$ cat config.mk
export PLATFORM = sky130hd
export DESIGN_NAME = pti_timestamp_input
export DESIGN_NICKNAME = d
export VERILOG_FILES = /design/src/hw/pti_pkg.sv /design/src/hw/pti_timestamp_input.sv
export SDC_FILE = /design/constraint.sdc
export NUM_CORES = 1
export LEC_CHECK = 0
export BUFFER_PORTS_ARGS = -buffer_cell sky130_fd_sc_hd__buf_4
export CAP_MARGIN = 20
export CORE_ASPECT_RATIO = 0.6
export CORE_MARGIN = 2
export CORE_UTILIZATION = 30
export DETAILED_ROUTE_END_ITERATION = 10
export GPL_ROUTABILITY_DRIVEN = 0
export SLEW_MARGIN = 5
export SYNTH_ARGS = -nofsm -noshare
export SYNTH_HDL_FRONTEND = slang
export SYNTH_SLANG_ARGS = --single-unit
$ cat constraint.sdc
create_clock -name ref_clk -period 2.66 [get_ports ref_clk]
set_input_delay 0.399 -clock ref_clk [delete_from_list [all_inputs] [get_ports ref_clk]]
set_output_delay 0.399 -clock ref_clk [all_outputs]
set_load 0.02 [all_outputs]
$ cat src/hw/pti_pkg.sv
// Constants, layouts and carriers for the event timestamp input block
package pti_pkg;

    localparam int UNITS   = 2;
    localparam int SAMPLES = 3;

    // Register byte offsets
    localparam logic [11:0] OFF_CTRL     = 12'h550;
    localparam logic [11:0] OFF_SMP_NS   = 12'h554;
    localparam logic [11:0] OFF_SMP_SEC  = 12'h558;
    localparam logic [11:0] OFF_SMP_PH   = 12'h55c;
    localparam logic [11:0] SMP_STRIDE   = 12'h00c;
    localparam logic [11:0] OFF_INDEX    = 12'h580;
    localparam logic [11:0] OFF_IRQ_STAT = 12'h584;
    localparam logic [11:0] OFF_IRQ_MASK = 12'h588;

    // Control and status field positions
    localparam int CNT_MSB   = 20;
    localparam int CNT_LSB   = 17;
    localparam int OVF_BIT   = 16;
    localparam int RISE_BIT  = 7;
    localparam int FALL_BIT  = 6;
    localparam int TAIL_BIT  = 5;
    localparam int UPSEL_BIT = 1;
    localparam int CHAIN_BIT = 0;
    localparam int POL_BIT   = 30;
    localparam int NS_MSB    = 29;
    localparam int PH_MSB    = 2;
    localparam int IDX_BIT   = 8;
    localparam int IRQ_BITS  = 4;

    localparam logic [3:0] COUNT_MAX   = 4'hf;
    localparam logic [3:0] SAMPLES_CNT = 4'h3;

    // Sub-period slots of the 40 ns event period at an 8 ns clock
    localparam int CLK_PERIOD_NS = 8;
    localparam int EVT_PERIOD_NS = 40;
    localparam logic [2:0] SLOT_LAST = 3'(EVT_PERIOD_NS / CLK_PERIOD_NS - 1);

    localparam logic [2:0] PH_0NS  = 3'h0;
    localparam logic [2:0] PH_8NS  = 3'h1;
    localparam logic [2:0] PH_16NS = 3'h2;
    localparam logic [2:0] PH_24NS = 3'h3;
    localparam logic [2:0] PH_32NS = 3'h4;

    typedef struct packed {
        logic        psel;
        logic        penable;
        logic        pwrite;
        logic [11:0] paddr;
        logic [31:0] pwdata;
    } pti_apb_req_t;

    typedef struct packed {
        logic [31:0] prdata;
        logic        pready;
        logic        pslverr;
    } pti_apb_rsp_t;

    typedef struct packed {
        logic [31:0] sec;
        logic [29:0] ns;
    } pti_time_t;

    typedef struct packed {
        logic        pol;
        logic [29:0] ns;
        logic [31:0] sec;
        logic [2:0]  ph;
    } pti_sample_t;

    typedef struct packed {
        logic                      rise_detect_en;
        logic                      fall_detect_en;
        logic                      chain_last_unit;
        logic                      upstream_select;
        logic                      chain_enable;
        logic [3:0]                detected_edge_count;
        logic                      edge_count_overflow;
        logic                      prev_in;
        pti_sample_t [SAMPLES-1:0] smp;
    } pti_unit_t;

    typedef struct packed {
        pti_unit_t [UNITS-1:0] unit;
        logic                  idx;
        logic [2:0]            slot;
        logic [IRQ_BITS-1:0]   irq_stat;
        logic [IRQ_BITS-1:0]   irq_mask;
        logic [31:0]           rdata;
        logic                  err;
    } pti_state_t;

    localparam pti_state_t STATE_RESET = '0;

    function automatic logic [2:0] pti_phase_code(input logic [2:0] slot);
        case (slot)
            3'h0:    pti_phase_code = PH_0NS;
            3'h1:    pti_phase_code = PH_8NS;
            3'h2:    pti_phase_code = PH_16NS;
            3'h3:    pti_phase_code = PH_24NS;
            default: pti_phase_code = PH_32NS;
        endcase
    endfunction

endpackage

$ cat src/hw/pti_timestamp_input.sv
// Two event timestamp input units with APB registers and interrupt
// How it works
// - Status reports detected edge count, four bits
// - Single mode captures up to fifteen events
// - Edges resolved up to 25 MHz
// - Extra edge when full sets overflow, saturates
// - In cascade only tail unit flags overflow
// - Control bit enables rising edge capture
// - Control bit enables falling edge capture
// - Control bit marks unit as chain tail
// - Control bit selects upstream unit done input
// - Control bit puts unit in cascade
// - Each sample records edge polarity
// - Each sample stores thirty-bit nanoseconds
// - Each sample stores thirty-two-bit seconds
// - Each sample stores 8 ns slot phase
// - Sample registers follow the unit index pointer
// - Second and third sample records exist too
`timescale 1ns/100ps
`default_nettype none
module pti_timestamp_input
    import pti_pkg::*;
(
    input  wire logic         ref_clk,
    input  wire logic         rstn,
    input  wire logic         clk_en,
    input  wire pti_apb_req_t apb_req,
    output pti_apb_rsp_t      apb_rsp,
    input  wire pti_time_t    ptp_time,
    input  wire logic [1:0]   event_in,
    output logic              irq
);

    pti_state_t s;
    pti_state_t next_s;

    logic [UNITS-1:0]    rise;
    logic [UNITS-1:0]    fall;
    logic [UNITS-1:0]    hit;
    logic [UNITS-1:0]    armed;
    logic [UNITS-1:0]    cap;
    logic [UNITS-1:0]    ovf_ev;
    logic [IRQ_BITS-1:0] irq_clr;
    logic                wr_en;
    logic                rd_setup;
    logic                mapped;
    logic [31:0]         rv;
    pti_unit_t           sel;

    assign wr_en    = apb_req.psel & apb_req.penable & apb_req.pwrite;
    assign rd_setup = apb_req.psel & ~apb_req.penable;
    assign sel      = s.unit[s.idx];

    always_comb begin
        next_s  = s;
        irq_clr = '0;
        rise    = '0;
        fall    = '0;
        hit     = '0;
        armed   = '0;
        cap     = '0;
        ovf_ev  = '0;
        mapped  = 1'b0;
        rv      = '0;

        // Free-running slot position inside the 40 ns event period
        next_s.slot = (s.slot == SLOT_LAST) ? 3'h0 : s.slot + 3'h1;

        // Zero-wait writes; control goes to the indexed unit
        if (wr_en) begin
            if (apb_req.paddr == OFF_CTRL) begin
                next_s.unit[s.idx].rise_detect_en  = apb_req.pwdata[RISE_BIT];
                next_s.unit[s.idx].fall_detect_en  = apb_req.pwdata[FALL_BIT];
                next_s.unit[s.idx].chain_last_unit = apb_req.pwdata[TAIL_BIT];
                next_s.unit[s.idx].upstream_select = apb_req.pwdata[UPSEL_BIT];
                next_s.unit[s.idx].chain_enable    = apb_req.pwdata[CHAIN_BIT];
                // Writing one to the overflow position rearms the unit
                if (apb_req.pwdata[OVF_BIT]) begin
                    next_s.unit[s.idx].detected_edge_count = '0;
                    next_s.unit[s.idx].edge_count_overflow = 1'b0;
                    next_s.unit[s.idx].smp                 = '0;
                end
            end else if (apb_req.paddr == OFF_INDEX) begin
                next_s.idx = apb_req.pwdata[IDX_BIT];
            end else if (apb_req.paddr == OFF_IRQ_STAT) begin
                irq_clr = apb_req.pwdata[IRQ_BITS-1:0];
            end else if (apb_req.paddr == OFF_IRQ_MASK) begin
                next_s.irq_mask = apb_req.pwdata[IRQ_BITS-1:0];
            end
        end

        // One sample per 8 ns clock resolves 25 MHz edge trains
        for (int u = 0; u < UNITS; u++) begin
            rise[u] = event_in[u] & ~s.unit[u].prev_in;
            fall[u] = ~event_in[u] & s.unit[u].prev_in;
            next_s.unit[u].prev_in = event_in[u];
            hit[u] = (rise[u] & next_s.unit[u].rise_detect_en)
                   | (fall[u] & next_s.unit[u].fall_detect_en);
            // Head selects itself; others wait until upstream is full
            armed[u] = ~next_s.unit[u].chain_enable
                     | (next_s.unit[u].upstream_select == u[0])
                     | (s.unit[next_s.unit[u].upstream_select].detected_edge_count
                        == COUNT_MAX);
            if (hit[u] & armed[u]) begin
                if (next_s.unit[u].detected_edge_count == COUNT_MAX) begin
                    // Non-tail units in a chain hand overflow downstream
                    if (~next_s.unit[u].chain_enable | next_s.unit[u].chain_last_unit) begin
                        next_s.unit[u].edge_count_overflow = 1'b1;
                        ovf_ev[u] = 1'b1;
                    end
                end else begin
                    cap[u] = 1'b1;
                    if (next_s.unit[u].detected_edge_count < SAMPLES_CNT) begin
                        next_s.unit[u].smp[next_s.unit[u].detected_edge_count[1:0]] = '{
                            pol: rise[u],
                            ns:  ptp_time.ns,
                            sec: ptp_time.sec,
                            ph:  pti_phase_code(s.slot)
                        };
                    end
                    next_s.unit[u].detected_edge_count =
                        next_s.unit[u].detected_edge_count + 4'h1;
                end
            end
        end

        // New events win over a write-one clear in the same cycle
        next_s.irq_stat = (s.irq_stat & ~irq_clr) | {ovf_ev, cap};

        // Read data latched in setup so it is stable in access
        if (rd_setup) begin
            if (apb_req.paddr == OFF_CTRL) begin
                mapped = 1'b1;
                rv[CNT_MSB:CNT_LSB] = sel.detected_edge_count;
                rv[OVF_BIT]   = sel.edge_count_overflow;
                rv[RISE_BIT]  = sel.rise_detect_en;
                rv[FALL_BIT]  = sel.fall_detect_en;
                rv[TAIL_BIT]  = sel.chain_last_unit;
                rv[UPSEL_BIT] = sel.upstream_select;
                rv[CHAIN_BIT] = sel.chain_enable;
            end else if (apb_req.paddr == OFF_INDEX) begin
                mapped = 1'b1;
                rv[IDX_BIT] = s.idx;
            end else if (apb_req.paddr == OFF_IRQ_STAT) begin
                mapped = 1'b1;
                rv[IRQ_BITS-1:0] = s.irq_stat;
            end else if (apb_req.paddr == OFF_IRQ_MASK) begin
                mapped = 1'b1;
                rv[IRQ_BITS-1:0] = s.irq_mask;
            end
            for (int k = 0; k < SAMPLES; k++) begin
                if (apb_req.paddr == OFF_SMP_NS + 12'(k) * SMP_STRIDE) begin
                    mapped = 1'b1;
                    rv[POL_BIT]      = sel.smp[k].pol;
                    rv[NS_MSB:0]     = sel.smp[k].ns;
                end else if (apb_req.paddr == OFF_SMP_SEC + 12'(k) * SMP_STRIDE) begin
                    mapped = 1'b1;
                    rv = sel.smp[k].sec;
                end else if (apb_req.paddr == OFF_SMP_PH + 12'(k) * SMP_STRIDE) begin
                    mapped = 1'b1;
                    rv[PH_MSB:0] = sel.smp[k].ph;
                end
            end
            next_s.rdata = rv;
            next_s.err   = ~mapped;
        end
    end

    always_ff @(posedge ref_clk or negedge rstn) begin
        if (!rstn) begin
            s <= STATE_RESET;
        end else if (clk_en) begin
            s <= next_s;
        end
    end

    assign apb_rsp.prdata  = s.rdata;
    assign apb_rsp.pready  = 1'b1;
    assign apb_rsp.pslverr = s.err & apb_req.psel & apb_req.penable;
    assign irq             = |(s.irq_stat & s.irq_mask);
endmodule
`default_nettype wire

==> flow_summary.toml, run 1 <==
[sta]
fin_crit_sh_pct = 97.28
finalWorstSetupSlack_ns = 0.07234
max_slew_margin_pct = 45.54
final-setup-viol-count = 0
fmax_mhz = 386.5
hold_violations = 0
min_period_ns = 2.588
final.setup_skew_ns = 0.01756
hold_ws_ns = 0.04711
worst_pin_slew_ns = 0.7942
rsz0062_at_grt = "yes"
slew_violations = 0
tns_ns = 0

[setup_path]
path_max_fanout = 33
r2r_start = "s[44]"
arrival_ns = 3.07
r2r_cells = 9
cp_data_required_time_ns = 3.14
end_kind = "flop"
path_class = "reg2reg"
startpoint_type = "flop"
regToRegSetupSlack_ns = 0.07
r2r_end = "apb_rsp[14]"

[clocking]
root_buffer = "clkbuf_16"
clk_path_buf_depth = 3
clk_pin_slew_worst_paths_ns = 0.06
cts_buffers = 48
numClockSinks = 463
clock_latency_ns = 0.61
htreeDepth = 2
cts_tree = "done"

[die]
io-pin-count = 149
coreArea_um2 = 77790
start_util_pct = 30.43
die_w_um = 366.7
die_y_um = 221.6
rows = 79
die-area_um2 = 81250

[hold_path]
worstHoldStart = "event_in[0]"
min_path_type = "in2reg"
min_path_cells = 3
min_to = "s[243]"

[routing]
vias = 20860
initialDrtViolationCount = 2854
drt_pass1_iterations = 6
vias_per_cell = 5.342
drtAntennaViolNets = 0
routedWlPerCell_um = 22.49
wl_mm = 87.84
remaining_drc_errors = 0

[synth]
synth_seq_cells = 463
syn_inst = 2643
avgSynthCellArea_um2 = 8.957
async_flop_share_pct = 100.0
ys_seq_area_share_pct = 48.94
synth_area_um2 = 23670
yosysWarnings = 0
synth_fp_nets = 2770
synth-edff-count = 0
ys.flop_type = "dfrtp_1"
ys_types = 72

[global_routing]
grt_pass1_wl_mm = 133.1
antenna_found_initial = 5
grt_pass1_vias = 19860
grt_overflow = 0
grt_max_degree = 128
gr-usage-all-layers_pct = 21.33

[cells_and_area]
area_growth_pct = 22.79
drive_gt1_share_pct = 19.54
final_common_cell = "nand2_1"
final_area_um2 = 29070
final_util_pct = 37.37
nets = 2939
mostFrequentLayoutCells = "nand2_1, dfrtp_1, o21ai_1, buf_4, nand3_1"

[power]
leakage_nw = 13.25
ir_worst_vdd_v = 0.0003799
powerDensity_nw_per_um2 = 527.2

[place]
hpwl_mm = 61.09
portBuffers = 124
place_ws_ns = -0.5792
post_dp_cell_area_um2 = 27320

[job]
maxCapViolations = 0

[outcome]
status = "finished clean"
[cells in the mapped netlist (5+ instances only)]
library cell	number	area share, %
mux2i_1	143	6.0
o221ai_1	12	0.44
a211oi_1	36	1.1
mux4_2	5	0.48
a32o_1	25	1.1
and2_1	19	0.50
and3_1	7	0.18
o21ai_2	10	0.37
o32ai_1	6	0.22
nor3_1	11	0.23
dfrtp_1	463	49
a22oi_1	9	0.29
ha_1	13	0.69
o21ai_1	138	2.9
nand2_1	660	10
nor2_1	40	0.63
buf_1	12	0.19
o22ai_1	51	1.3
nand3b_1	12	0.38
buf_2	38	0.80
a21o_1	7	0.22
mux2_2	42	2.0
inv_1	18	0.29
o21ai_0	291	6.2
a21oi_1	47	0.99
buf_6	21	1.0
o31ai_1	7	0.22
nand3_1	211	4.5
buf_4	50	1.6
nor2b_1	22	0.58
nand2b_1	8	0.21
a31oi_1	7	0.18
clkbuf_1	134	2.1
[cells by family (layout without fill, tap and decap cells)]
group,Yosys count,count (layout),share of synthesized area [%]
adder cells (fa/ha/maj),13,13,0.6871
AND/OR/NAND/NOR,1020,1020,18.84
buffers and inverters,274,482,6.051
multiplexers,190,190,8.520
AO/OA/AOI/OAI,682,682,16.95
other,1,2,0.01584
flip-flops,463,463,48.94
[report_power, final]
part | internal (mW) | switching (mW) | total [mW]
clock | 4.21 | 3.06 | 7.27
sequential | 7.07 | 0.0263 | 7.10
combinational | 0.291 | 0.664 | 0.956
total | 11.6 | 3.75 | 15.3
[registers in the layout (all words and copies together), names as in the netlist]
name	flops
apb_rsp	32
s	431
[worst max-delay path, cell delays in order (launching register included)]
cell     delay (ns)
dfrtp_4        0.53
buf_12         0.18
buf_12         0.24
mux2i_1        0.50
o22ai_1        0.15
nand2_1        0.08
o21ai_0        0.20
buf_4          0.23
o22ai_1        0.21
o21ai_0        0.10
[worst max path at each step]
stage / start / endpoint / slack (ns)
after floorplan: apb_req[35] / s[182] / -0.19
after CTS: s[457] / s[115] / 0.0009
after detailed placement: apb_req[32] / s[115] / -0.58
after global placement: apb_req[32] / s[385] / -0.56
final: s[44] / apb_rsp[14] / 0.07
after global routing: s[454] / s[115] / -0.03
[per-layer routing]
metal | part of all wire (%) | GRT usage [%] | vias to the layer above
met5 | 0.12 | 0.5245 | -
met3 | 13 | 8.381 | 119
li1 | - | - | 9513
met4 | 1.9 | 5.031 | 10
met1 | 47 | 33.07 | 10170
met2 | 38 | 26.69 | 1047
[through the flow]
stage / power, mW / instances
2_1_floorplan: 7.537 / 2643
3_3_place_gp: 8.160 / 3811
3_5_place_dp: 8.164 / 3811
4_1_cts: 15.42 / 3902
5_1_grt: 15.81 / 3905
6_report: 15.32 / 3905
[timing repair]
action	4_1_cts	5_1_grt
buffers inserted	0	3
hold buffers	2	0
setup endpoints to repair	0	263
gates resized for setup	0	10
hold endpoints to repair	35	0
[final cells by class]
class,count,area (um^2)
sequential,463,11590
fill,7830,48720
inverter,18,67.56
clock inverter,14,207.7
timing repair buffer,375,3593
tap,1053,1318
clock buffer,75,1473
antenna,1,2.502
multi-input combinational,1906,10820
Note: power is estimated with default switching activity, not from simulation.
==> run 2, diff against run 1 <==
- clock period: 2.66 -> 2.4 ns (I/O delays scaled with it)
==> flow_summary.toml, run 2 (synthesis gave the netlist of run 1 again) <==
[outcome]
status = "finished, violations left"
violations = "negative setup slack"

[routing]
dr_wl_met2_mm = 40.38
drt_pass1_iterations = 5
drtAntennaViolNets = 0
vias = 22810
wl_met3_mm = 14.28
vias_per_cell = 5.606
wl_mm = 102.8
remaining_drc_errors = 0
initialDrtViolationCount = 3002
routedWlPerCell_um = 25.26
met1_length_mm = 45.32
top_layer = "met5"

[die]
die_w_um = 366.7
rows = 79
die_y_um = 221.6
start_util_pct = 30.43
coreArea_um2 = 77790
die-area_um2 = 81250
io-pin-count = 149

[power]
pwr-share-seq_pct = 46.5
powerDensity_nw_per_um2 = 508.6
finalPower_mw = 16.90
power.internal_mw = 12.75
swShare_pct = 24.56
pwr-share-clk_pct = 46.7
ir_worst_vdd_v = 0.0005161
p_sw_mw = 4.151
p_comb_share_pct = 6.8
leakage_nw = 15.23

[clocking]
clock_latency_ns = 0.60
htreeDepth = 2
numClockSinks = 463
clk_path_buf_depth = 3
clk_pin_slew_worst_paths_ns = 0.07
cts_tree = "done"
root_buffer = "clkbuf_16"
cts_buffers = 47

[setup_path]
path_class = "reg2reg"
path_max_fanout = 8
cp_data_required_time_ns = 2.93
end_kind = "flop"
startpoint_type = "flop"
arrival_ns = 3.09

[sta]
final-setup-viol-count = 339
worst_pin_slew_ns = 0.6318
fmax_mhz = 390.0
rsz0062_at_grt = "yes"
tns_ns = -23.54
hold_ws_ns = 0.02231
max_slew_margin_pct = 57.88
slew_violations = 0
hold_violations = 0
min_period_ns = 2.564
finalWorstSetupSlack_ns = -0.1641
final.setup_skew_ns = 0.01423
fin_crit_sh_pct = 106.8

[cells_and_area]
largest_register = "s"
final_common_cell = "nand2_1"
final_area_um2 = 33240
largest_reg_flops = 431
drive_gt1_share_pct = 34.59
multiInputGateArea_um2 = 12180
antenna_cells = 0
area_growth_pct = 40.39
mostFrequentLayoutCells = "nand2_1, dfrtp_1, buf_4, o21ai_2, nand3_1"
nets = 3108
regArea_um2 = 11590
fillers = 7271

[global_routing]
antenna_found_initial = 8
gr-usage-all-layers_pct = 21.91
grt_pass1_vias = 19920
grt_pass1_wl_mm = 135.9
grt_max_degree = 116
grt_overflow = 0

[place]
post_dp_cell_area_um2 = 27790
portBuffers = 124
place_ws_ns = -0.9158
hpwl_mm = 61.74

[hold_path]
min_path_type = "in2reg"

[job]
maxCapViolations = 0
run 2: cell count changes in the layout (fill, tap and decap cells not counted), sizes merged:
cell	delta
clkinv	+1
bufbuf	+1
buf	+122
clkbuf	+41
diode	-1
inv	-1
dlygate4sd3	+1
clkinvlp	-1
run 2: final cells by class:
cell class | count | share of cell area (%)
clock buffer | 70 | 4.318
clock inverter | 13 | 0.5233
inverter | 18 | 0.2183
multi-input combinational | 1906 | 36.63
sequential | 463 | 34.87
tap | 1053 | 3.964
timing repair buffer | 545 | 19.47
run 2: stage by stage:
step                      utilization, %  std cells
after floorplan                        -       2643
final                              42.73       4068
after global routing               42.73       4068
after detailed placement           35.73       3867
after global placement             35.73       3867
after CTS                          38.67       3978
run 2: per-layer routing:
metal  GRT usage, %  vias to the layer above
li1               -                     9885
met1          33.93                    11330
met2          28.09                     1377
met3          8.405                      195
met4          4.301                       15
met5              0                        -
run 2: worst paths after layout:
kind | startpoint | end | slack, ns | cells after the start
worst max-delay path | s[245] | s[272] | -0.16 | 10
worst min register to register | apb_rsp[15] | apb_rsp[15] | 0.48 | 2
max in group asynchronous | rstn | s[439] | 1.27 | 3
worst max register to register | s[245] | s[272] | -0.16 | 10
worst min-delay path | ptp_time[35] | s[394] | 0.02 | 3
min in group asynchronous | rstn | s[95] | 0.30 | 2
run 2: power by group through the flow:
stage	registers [mW]	logic, mW	clock network (mW)
after floorplan	8.01	0.352	0
after global placement	8.01	1.07	0
after detailed placement	8.01	1.08	0
after CTS	7.86	1.09	7.95
after global routing	7.86	1.23	8.28
final	7.86	1.15	7.90
run 2: critical path: stages, from the launching register on:
cell and delay (ns):
dfrtp_1 0.62, a41oi_1 0.29, a22oi_2 0.30, o211ai_1 0.15
buf_4 0.20, a21oi_4 0.24, buf_6 0.17, buf_16 0.20
clkbuf_16 0.21, nand2_4 0.04, o21ai_1 0.07
run 2: what timing repair did:
| item | in CTS | in global routing |
|---|---|---|
| setup endpoints to repair | 388 | 406 |
| pin swaps | 11 | 124 |
| cloned | 10 | 58 |
| hold buffers | 3 | 0 |
| setup buffers | 15 | 37 |
| endpoints found under the hold margin | 39 | 0 |
| resized for setup | 87 | 429 |
